`config.mk`:
```
export PLATFORM = sky130hd
export DESIGN_NAME = tsp_host_port
export DESIGN_NICKNAME = d
export VERILOG_FILES = /design/src/tsp_pkg.sv /design/src/tsp_host_port.sv /design/src/tsp_ind_mem.sv
export SDC_FILE = /design/constraint.sdc
export NUM_CORES = 1
export LEC_CHECK = 0
export BUFFER_PORTS_ARGS = -buffer_cell sky130_fd_sc_hd__buf_2
export CORE_MARGIN = 4
export CORE_UTILIZATION = 56
export CTS_BUF_LIST = sky130_fd_sc_hd__clkbuf_8 sky130_fd_sc_hd__clkbuf_16
export DETAILED_ROUTE_END_ITERATION = 6
export GPL_ROUTABILITY_DRIVEN = 0
export PLACE_DENSITY = 0.81
export SLEW_MARGIN = 30
export SYNTH_ARGS = -nofsm -noshare
export SYNTH_HDL_FRONTEND = slang
export SYNTH_HIERARCHICAL = 1
export SYNTH_SLANG_ARGS = --single-unit
```
`constraint.sdc`:
```
create_clock -name core_clk -period 6.2 [get_ports core_clk]
set_input_delay 0.93 -clock core_clk [delete_from_list [all_inputs] [get_ports core_clk]]
set_output_delay 0.93 -clock core_clk [all_outputs]
set_load 0.005 [all_outputs]
```
`src/tsp_pkg.sv`:
```
// package: constants and carrier types for the switch host port and pins
package tsp_pkg;
  localparam int CLK_KHZ = 125000;
  localparam int BITCLK_KHZ = 2048;
  localparam int NCO_W = 16;
  // phase step giving one overflow per bit-clock half period
  localparam logic [NCO_W-1:0] NCO_STEP =
    NCO_W'((2 * BITCLK_KHZ * 65536) / CLK_KHZ);
  localparam int FRAME_BITS_W = 8;
  localparam int SYNC_STAGES = 3;
  localparam int IND_AW = 4;
  localparam int DW = 8;
  // mode register fields
  localparam int MODE_PRIMARY = 0;
  localparam int MODE_PTR_SEL = 1;
  localparam int MODE_DRV_LO = 2;
  localparam int MODE_DRV_HI = 5;
  localparam logic [7:0] MODE_RST = 8'h00;
  // status register fields, then pcm input and driver-enable line counts
  localparam int STAT_PRIMARY = 0;
  localparam int STAT_ALIGNED = 1;
  localparam int STAT_PTR_SEL = 2;
  localparam int STAT_CHAN_LO = 3;
  localparam int RX_LINES = 5;
  localparam int DRV_LINES = 4;

  typedef struct packed {
    logic o;
    logic oe;
  } tsp_pin_out_t;

  typedef struct packed {
    logic [DW-1:0] data;
    logic oe;
  } tsp_bus_out_t;
endpackage : tsp_pkg

```
`src/tsp_host_port.sv`:
```
// host register port and dual-function pcm pin logic of the switch
// Function
// register_window_select high routes accesses to the indirect registers.
// window select low: writes load mode register, reads return status.
// processor drives chip select low; device acts only while selected.
// read strobe sampled only while selected; ignored otherwise.
// read strobe falling edge puts selected register on 8-bit bus.
// line-3 pin is pcm input standard, 2048-kHz clock out primary.
// lines 0,4,8,12 pcm inputs standard, driver enables in primary.
// frame and channel timing aligned by the frame sync pulse.
// write strobe sampled while selected; rising edge loads selected reg.
// bus drivers stay off except during selected read strobe.
`timescale 1ns/1ns
module tsp_host_port (
  input wire logic core_clk,
  input wire logic rst,
  input wire logic chip_sel_n,
  input wire logic register_window_select,
  input wire logic rd_n,
  input wire logic wr_n,
  input wire logic [tsp_pkg::DW-1:0] host_bus_0_to_7_i,
  output tsp_pkg::tsp_bus_out_t host_bus_0_to_7_o,
  input wire logic frame_sync_pulse,
  input wire logic pcm_rx3_or_bitclk_out_i,
  output tsp_pkg::tsp_pin_out_t pcm_rx3_or_bitclk_out_o,
  input wire logic pcm_rx0_or_drv_en0_i,
  output tsp_pkg::tsp_pin_out_t pcm_rx0_or_drv_en0_o,
  input wire logic pcm_rx4_or_drv_en1_i,
  output tsp_pkg::tsp_pin_out_t pcm_rx4_or_drv_en1_o,
  input wire logic pcm_rx8_or_drv_en2_i,
  output tsp_pkg::tsp_pin_out_t pcm_rx8_or_drv_en2_o,
  input wire logic pcm_rx12_or_drv_en3_i,
  output tsp_pkg::tsp_pin_out_t pcm_rx12_or_drv_en3_o,
  output logic [tsp_pkg::RX_LINES-1:0] pcm_rx_data,
  output logic primary_mode,
  output logic [tsp_pkg::FRAME_BITS_W-1:0] frame_bit_pos
);
  import tsp_pkg::*;

  localparam int SW = 5 + DW + RX_LINES;

  // pin synchronisers: a bit moves once stages two and three agree
  logic [SW-1:0] raw;
  logic [SW-1:0] s1_ff, s2_ff, s3_ff, flt_ff;
  logic [SW-1:0] nxt_s1, nxt_s2, nxt_s3, nxt_flt;

  always_comb begin
    raw = {chip_sel_n, register_window_select, rd_n, wr_n,
           frame_sync_pulse, host_bus_0_to_7_i,
           pcm_rx12_or_drv_en3_i, pcm_rx8_or_drv_en2_i,
           pcm_rx4_or_drv_en1_i, pcm_rx3_or_bitclk_out_i,
           pcm_rx0_or_drv_en0_i};
    nxt_s1 = raw;
    nxt_s2 = s1_ff;
    nxt_s3 = s2_ff;
    nxt_flt = flt_ff;
    for (int i = 0; i < SW; i++) begin
      if (s2_ff[i] == s3_ff[i]) begin
        nxt_flt[i] = s3_ff[i];
      end
    end
  end

  always_ff @(posedge core_clk) begin
    if (rst) begin
      s1_ff <= '1;
      s2_ff <= '1;
      s3_ff <= '1;
      flt_ff <= '1;
    end else begin
      s1_ff <= nxt_s1;
      s2_ff <= nxt_s2;
      s3_ff <= nxt_s3;
      flt_ff <= nxt_flt;
    end
  end

  logic cs_n_f, a0_f, rd_n_f, wr_n_f, sp_f;
  logic [DW-1:0] bus_f;
  logic [RX_LINES-1:0] rx_f;

  always_comb begin
    {cs_n_f, a0_f, rd_n_f, wr_n_f, sp_f, bus_f, rx_f} = flt_ff;
  end

  // access decode: strobe edges count only while selected
  logic rd_n_q_ff, wr_n_q_ff, sp_q_ff;
  logic nxt_rd_n_q, nxt_wr_n_q, nxt_sp_q;
  logic selected, rd_fall, wr_rise, sp_rise;

  always_comb begin
    nxt_rd_n_q = rd_n_f;
    nxt_wr_n_q = wr_n_f;
    nxt_sp_q = sp_f;
    selected = !cs_n_f;
    rd_fall = selected && rd_n_q_ff && !rd_n_f;
    wr_rise = selected && !wr_n_q_ff && wr_n_f;
    sp_rise = !sp_q_ff && sp_f;
  end

  always_ff @(posedge core_clk) begin
    if (rst) begin
      rd_n_q_ff <= 1'b1;
      wr_n_q_ff <= 1'b1;
      // matches the filter's reset level, so reset gives no false sync edge
      sp_q_ff <= 1'b1;
    end else begin
      rd_n_q_ff <= nxt_rd_n_q;
      wr_n_q_ff <= nxt_wr_n_q;
      sp_q_ff <= nxt_sp_q;
    end
  end

  // mode register, indirect pointer and indirect store
  logic [DW-1:0] mode_ff, nxt_mode;
  logic [IND_AW-1:0] ptr_ff, nxt_ptr;
  logic ind_we;
  logic [DW-1:0] ind_rdata;

  always_comb begin
    nxt_mode = mode_ff;
    nxt_ptr = ptr_ff;
    ind_we = 1'b0;
    if (wr_rise) begin
      if (!a0_f) begin
        nxt_mode = bus_f;
      end else if (mode_ff[MODE_PTR_SEL]) begin
        nxt_ptr = bus_f[IND_AW-1:0];
      end else begin
        ind_we = 1'b1;
      end
    end
  end

  always_ff @(posedge core_clk) begin
    if (rst) begin
      mode_ff <= MODE_RST;
      ptr_ff <= '0;
    end else begin
      mode_ff <= nxt_mode;
      ptr_ff <= nxt_ptr;
    end
  end

  // the pointer is held steady across an access, so the registered
  // read of the store is settled well before the read strobe edge
  tsp_ind_mem #(
    .AW(IND_AW),
    .DW(DW)
  ) i_tsp_ind_mem (
    .core_clk(core_clk),
    .rst(rst),
    .we(ind_we),
    .addr(ptr_ff),
    .wdata(bus_f),
    .rdata_ff(ind_rdata)
  );

  // frame timing: bit clock from a phase accumulator, frame sync
  // restarts the bit position
  logic [NCO_W-1:0] nco_ff, nxt_nco;
  logic bitclk_ff, nxt_bitclk;
  logic [FRAME_BITS_W-1:0] pos_ff, nxt_pos;
  logic aligned_ff, nxt_aligned;
  logic [NCO_W:0] nco_sum;

  always_comb begin
    nco_sum = {1'b0, nco_ff} + {1'b0, NCO_STEP};
    nxt_nco = nco_sum[NCO_W-1:0];
    nxt_bitclk = bitclk_ff;
    nxt_pos = pos_ff;
    nxt_aligned = aligned_ff;
    if (nco_sum[NCO_W]) begin
      nxt_bitclk = !bitclk_ff;
      if (bitclk_ff) begin
        nxt_pos = pos_ff + FRAME_BITS_W'(1);
      end
    end
    if (sp_rise) begin
      nxt_nco = '0;
      nxt_bitclk = 1'b0;
      nxt_pos = '0;
      nxt_aligned = 1'b1;
    end
  end

  always_ff @(posedge core_clk) begin
    if (rst) begin
      nco_ff <= '0;
      bitclk_ff <= 1'b0;
      pos_ff <= '0;
      aligned_ff <= 1'b0;
    end else begin
      nco_ff <= nxt_nco;
      bitclk_ff <= nxt_bitclk;
      pos_ff <= nxt_pos;
      aligned_ff <= nxt_aligned;
    end
  end

  // read path and bus driver
  logic [DW-1:0] status;
  logic [DW-1:0] rdata_ff, nxt_rdata;

  always_comb begin
    status = '0;
    status[STAT_PRIMARY] = mode_ff[MODE_PRIMARY];
    status[STAT_ALIGNED] = aligned_ff;
    status[STAT_PTR_SEL] = mode_ff[MODE_PTR_SEL];
    status[DW-1:STAT_CHAN_LO] = pos_ff[FRAME_BITS_W-1:3];
    nxt_rdata = rdata_ff;
    if (rd_fall) begin
      if (!a0_f) begin
        nxt_rdata = status;
      end else if (mode_ff[MODE_PTR_SEL]) begin
        nxt_rdata = {{(DW-IND_AW){1'b0}}, ptr_ff};
      end else begin
        nxt_rdata = ind_rdata;
      end
    end
  end

  always_ff @(posedge core_clk) begin
    if (rst) begin
      rdata_ff <= '0;
    end else begin
      rdata_ff <= nxt_rdata;
    end
  end

  // drive only while a selected read strobe is low; the enable follows
  // the filtered strobe, so it turns on with the captured data
  always_comb begin
    host_bus_0_to_7_o.data = rdata_ff;
    host_bus_0_to_7_o.oe = selected && !rd_n_f && !rd_n_q_ff;
  end

  // dual-function pins
  logic prim;
  logic [DRV_LINES-1:0] drv;

  always_comb begin
    prim = mode_ff[MODE_PRIMARY];
    drv = mode_ff[MODE_DRV_HI:MODE_DRV_LO] & {DRV_LINES{aligned_ff}};
    primary_mode = prim;
    frame_bit_pos = pos_ff;
    pcm_rx_data = rx_f;
    pcm_rx3_or_bitclk_out_o.o = bitclk_ff;
    pcm_rx3_or_bitclk_out_o.oe = prim;
    pcm_rx0_or_drv_en0_o.o = drv[0];
    pcm_rx0_or_drv_en0_o.oe = prim;
    pcm_rx4_or_drv_en1_o.o = drv[1];
    pcm_rx4_or_drv_en1_o.oe = prim;
    pcm_rx8_or_drv_en2_o.o = drv[2];
    pcm_rx8_or_drv_en2_o.oe = prim;
    pcm_rx12_or_drv_en3_o.o = drv[3];
    pcm_rx12_or_drv_en3_o.oe = prim;
  end
endmodule : tsp_host_port

```
`src/tsp_ind_mem.sv`:
```
// small indirect register store with registered read data
`timescale 1ns/1ns
module tsp_ind_mem #(
  parameter int AW = 4,
  parameter int DW = 8
) (
  input wire logic core_clk,
  input wire logic rst,
  input wire logic we,
  input wire logic [AW-1:0] addr,
  input wire logic [DW-1:0] wdata,
  output logic [DW-1:0] rdata_ff
);
  logic [DW-1:0] mem [2**AW];
  logic [DW-1:0] nxt_rdata;

  always_comb begin
    nxt_rdata = mem[addr];
  end

  always_ff @(posedge core_clk) begin
    if (we) begin
      mem[addr] <= wdata;
    end
    if (rst) begin
      rdata_ff <= '0;
    end else begin
      rdata_ff <= nxt_rdata;
    end
  end
endmodule : tsp_ind_mem

```
# After elaboration in Yosys (flattened, before gate mapping)

Memory sizes are Yosys's and may differ from the RTL's. A register that Yosys moved wholly into a read port is not among the register bits.
Cells that the tools add are included.

Bits in registers: 119
Bits in latches: 0
Bits in writable memories: 128
ROM bits: 0
Bits of input ports: 20
Output and inout port bits: 33
Word-level logic and storage cells: 78
Memories: 1

Add/sub/neg operators: 2
Multipliers: 0
Divide/modulo/power cells: 0
Magnitude comparators: 0
Eq/ne operators: 18
Shifts and indexed selects: 0
Mux-type cells: 7
Bitwise logic cells: 2
Reduce and logical (&&, ||, !) cells: 17

Memories:

| memory            | depth | bits a word | read ports | clocked after memory_dff | wr ports | RTL line          | RTL |
|---|---|---|---|---|---|---|---|
| i_tsp_ind_mem.mem | 16    | 8           | 1          | 1                        | 1        | tsp_ind_mem.sv:14 | `logic [DW-1:0] mem [2**AW];` |

Operators by type and width:

| cell                                                              | count |
|---|---|
| 1-bit equality test                                               | 18 |
| 16-bit by 12-bit adder with 17-bit output (second input constant) | 1 |
| 8-bit 2-to-1 mux                                                  | 2 |
| 8-bit by 1-bit adder with 8-bit output (second input constant)    | 1 |
| 1-bit logical AND                                                 | 7 |
| 1-bit zero test                                                   | 6 |
| 1-bit 2-to-1 mux                                                  | 5 |
| 4-bit AND                                                         | 1 |
| 2-bit AND reduction                                               | 2 |
| 3-bit AND reduction                                               | 1 |
| 2-bit OR reduction                                                | 1 |
| 1-bit inverter                                                    | 1 |

# Logic depth before layout (Yosys ltp)

Depth after elaboration: 6
Depth in mapped cells: 7
Depth with buffers taken out: 6

# Hierarchy

Netlist, hierarchy kept.

Modules (own cells, without submodules):

| module        | times used | cells an instance | area each (um^2) | seq. area each (um^2) |
|---|---|---|---|---|
| tsp_ind_mem   | 1          | 268               | 5230.0           | 4003.8 |
| tsp_host_port | 1          | 430               | 4240.3           | 2382.3 |

# Least setup slack after synthesis

No wires, ideal clock.

Path kind: register to register
Start: register flt_ff[16]
End: memory i_tsp_ind_mem.mem[0][0], enable pin
Library setup time: 0.383 ns
Arrival: 1.961 ns
Required time: 5.817 ns
Path slack: 3.856 ns
Stages on the path, launching flop included: 6
Buffers on the path: 1
Clock period less this slack: 2.344 ns
Cell sequence: dfxtp_1 clkbuf_1 nand2_1 nor2_1 or3b_2 nor3_1

Word-level cells in the longest chain between the ends: 4

RTL lines:

| what                                   | RTL line             | RTL |
|---|---|---|
| from (decl)                            | tsp_host_port.sv:44  | `logic [SW-1:0] s1_ff, s2_ff, s3_ff, flt_ff;` |
| from (signal assigned)                 | tsp_host_port.sv:74  | `flt_ff <= nxt_flt;` |
| 1-bit 2-to-1 mux                       | tsp_host_port.sv:125 | `if (!a0_f) begin` |
| 1-bit 2-to-1 mux                       | tsp_host_port.sv:124 | `if (wr_rise) begin` |
| via ind_we                             | tsp_host_port.sv:117 | `logic ind_we;` |
| 1-bit 2-to-1 mux                       | tsp_ind_mem.sv:22    | `if (we) begin` |
| 1-bit 2-to-1 mux (implied by the code) | tsp_ind_mem.sv:23    | `mem[addr] <= wdata;` |
| to (decl)                              | tsp_ind_mem.sv:14    |  |

The timed path passes the listed nets, and every way through them passes these cells.

# Final worst setup path

Start: register ptr_ff[0]
End: memory i_tsp_ind_mem.mem[7][6], enable pin

RTL lines:

| what                   | RTL line             | RTL |
|---|---|---|
| from (decl)            | tsp_host_port.sv:116 | `logic [IND_AW-1:0] ptr_ff, nxt_ptr;` |
| from (signal assigned) | tsp_host_port.sv:141 | `ptr_ff <= nxt_ptr;` |

Straight into the memory's write port.

==> impl_metrics.csv <==
group,metric,value,unit
sta,tightest_slew,0.992,ns
cells_and_area,drive_above_1_share,24.3,%
synth,sequential_to_total_area_share_from_yosys_stat,67.4,%
sta,timing.final.max_slew_violations,0,
worst_setup_path,worst_path_max_delay_cell,"sky130_fd_sc_hd__dfxtp_2",
pwr,power.static_leakage,3.94,nW
sta,skew,0.00819,ns
clocking,postCtsHoldBufs,0,
detailed_routing,wl,18800,um
worst_setup_path,setup.worst_path.class,"reg -> reg",
detailed_routing,remaining_drc_errors,0,
synth,synthesis.yosys.warnings,6,
clocking,clock_tree.root_cell,"sky130_fd_sc_hd__clkbuf_16",
detailed_routing,routed_via_density,5.80,
worst_setup_path,path_cells,"buf_4 > nand2_1 > nor2_1",
cells_and_area,num-nets-final,759,
clocking,cts_tree,"built",
sta,max_clock_freq,0.366,GHz
worst_setup_path,critical-path-max-stage-delay,0.88,ns
grt,first_global_vias,5571,
run,timing.max_cap.violations,0,
place,count_of_buffers_from_port_buffering,52,
synth,syn-cell-area,9470,um^2
hold_path,worst_hold_path.num_cells,1,
detailed_routing,avgRoutedWirePerCell,19.3,um
synth,synthTopCellsByArea,"sky130_fd_sc_hd__edfxtp_1 (41%), sky130_fd_sc_hd__dfxtp_1 (27%), sky130_fd_sc_hd__mux4_2 (4.5%)",
clocking,clk_path_buf_depth,3,
detailed_routing,remaining_antenna_violation_count,0,
place,place_hpwl,11800,um
grt,antenna_found_initial,0,
pwr,comb_power_share,1.7,%
grt,grt_pass1_wl,30100,um
sta,slew_headroom,33.8,%
sta,finalHoldViolations,0,
sta,report.final.setup_viol,0,
synth,synth.avg_cell_area,13.6,um^2
synth,postSynthRegisterBits,255,
synth,post-synth-top-count-cell,"sky130_fd_sc_hd__edfxtp_1",
worst_setup_path,critical_path_peak_fanout,27,
synth,synth_async_sr_flop_share,0,%
cells_and_area,final_layout_fill_cell_count,1153,
place,place_area,9780,um^2
synth,synth_cells,698,
detailed_routing,drtIter0Drc,503,
die,fp.dieW,138,um
synth,ys_dominant_reg_cell,"sky130_fd_sc_hd__edfxtp_1",
pwr,internal-power,2.76,mW
die,placement_rows,47,
cells_and_area,syn2layout_area_growth,12.8,%
die,die_area,19100,um^2
detailed_routing,num_vias,5660,
synth,synth_largest_type_area_fraction,40.6,%
pwr,pwr-share-seq,52.2,%
outcome,status,"finished clean",
sta,tns,0,ns
clocking,cts-htree-levels,1,
cells_and_area,postLayoutCellArea,10700,um^2
cells_and_area,diodes,0,
clocking,clock_sink_count,255,
worst_setup_path,worst_endpoint_required_time,6.35,ns
sta,final.period_utilization,44.0,%
pwr,power_density,323,nW/um^2
clocking,cts.clk_slew.worst_paths,0.06,ns
sta,rsz_0062_raised_after_global_routing,"no",
grt,overflow,0,
sta,timing.final.crit_period,2.73,ns
synth,post_synth_edffs,128,
clocking,postCtsSetupBuffers,0,
worst_setup_path,r2r.worst_path.cells,3,
detailed_routing,drtPass1Iterations,5,
worst_setup_path,critical_path.startpoint_type,"register",
worst_setup_path,worst-r2r-setup-slack,3.47,ns
hold_path,worst_hold_path_type,"reg -> reg",
clocking,post_cts.resized_instances,0,
worst_setup_path,crit_arrival,2.88,ns
pwr,switching_power,0.683,mW
clocking,clock_insertion_delay_worst_skew,0.53,ns
synth,list_of_most_frequent_post_synthesis_cells,"sky130_fd_sc_hd__edfxtp_1 (128), sky130_fd_sc_hd__dfxtp_1 (127), sky130_fd_sc_hd__nor2_1 (69), sky130_fd_sc_hd__or2_2 (58), sky130_fd_sc_hd__nand2_1 (43)",
synth,netlist-cell-type-count,50,
pwr,max-vdd-ir-drop,263,uV
synth,post-synth-top-area-cell,"sky130_fd_sc_hd__edfxtp_1",
pwr,power_frac_clock,46.2,%
die,placeable_area,16600,um^2
die,effective_utilization_at_floorplan,57.1,%
grt,grt_max_degree,76,
worst_setup_path,worstSetupEndpointType,"register",
synth,synthesis.nets,720,
grt,grt_resource_usage_total,19.5,%
die,pin_count,53,
clocking,tritoncts.num_buffers,25,
pwr,swShare,19.8,%
die,die_h,138,um
==> metrics by stage <==
step	instances	setup slack [ns]	utilization [%]	total power, mW	hold slack, ns
floorplan	698	3.86	-	1.87	0.389
global placement	930	3.53	58.9	1.89	0.393
detailed placement	930	3.52	58.9	1.89	0.393
CTS	976	3.42	64.3	3.47	0.410
global route	976	3.27	64.4	3.55	0.424
finish	976	3.47	64.4	3.45	0.408
==> critical path, delay by kind of cell, from the launching register on <==
family	cells	cell delay (ns)
buffers and inverters	1	0.50
DFF	1	0.88
and+or+nand+nor	2	0.94
==> routing by layer <==
layer | GRT usage (%) | part of all wire, % | wire length [um]
met1 | 25.8 | 41 | 7800
met2 | 33.1 | 50 | 9440
met3 | 3.31 | 5.1 | 967
met5 | 0 | 0 | 0
met4 | 6.45 | 3.3 | 615
==> final timing paths <==
check	end	startpoint
setup / recovery	i_tsp_ind_mem/mem[7][6]$_DFFE_PP_	ptr_ff[0]$_SDFFE_PP0P_
hold reg to reg	nxt_s3[13]$_SDFF_PP1_	nxt_s2[13]$_SDFF_PP1_
setup reg to reg	i_tsp_ind_mem/mem[7][6]$_DFFE_PP_	ptr_ff[0]$_SDFFE_PP0P_
hold / removal	nxt_s3[13]$_SDFF_PP1_	nxt_s2[13]$_SDFF_PP1_
==> flip-flops by register name, summed over array words and instances (netlist names), 4 cells and up <==
signal                  cells
i_tsp_ind_mem/mem         128
frame_bit_pos               8
mode_ff                     6
flt_ff                     18
i_tsp_ind_mem/rdata_ff      8
rdata_ff                    8
s3_ff                      18
nco_ff                     16
ptr_ff                      4
nxt_s2                     18
nxt_s3                     18
==> cells by family after synthesis <==
kind of cell / Yosys count / share of synthesized area (%)
flops: 255 / 67.4
simple gates: 229 / 12.2
compound gates: 95 / 6.91
mux: 54 / 8.90
buf+inv: 49 / 2.97
xor+xnor: 14 / 1.29
fa+ha+maj: 2 / 0.264
==> layout by cell type, fill, tap and decap left out, drive strengths merged, types with 4 or more instances in the layout <==
cell type,instances
a21oi,34
a221oi,4
buf,55
nor2,70
xnor2,10
mux4,23
nand2,43
dfxtp,127
mux2i,31
clkinv,7
or4,4
o21bai,18
nor3,10
nand4,13
o211ai,12
or2,58
o21ai,7
or3,4
nand3,7
clkbuf,30
xor2,4
and2,7
edfxtp,128
inv,10
a32oi,7
==> area by class of cell <==
cell class,instances,area (um^2),share of cell area [%]
inverters,6,22.5,0.211
repair buffers,55,283,2.65
clock buffers,30,717,6.71
clock inverters,16,174,1.63
multi-input cells,394,2820,26.4
flip-flops and latches,255,6390,59.8
well taps,220,275,2.58
==> power by group through the flow <==
stage / Combinational [mW] / Clock, mW / Sequential [mW]
CTS: 0.0581 / 1.61 / 1.80
global route: 0.0645 / 1.69 / 1.80
detailed placement: 0.0576 / 0 / 1.83
global placement: 0.0541 / 0 / 1.83
floorplan: 0.0474 / 0 / 1.83
finish: 0.0578 / 1.59 / 1.80
(Power assumes the default switching activity.)
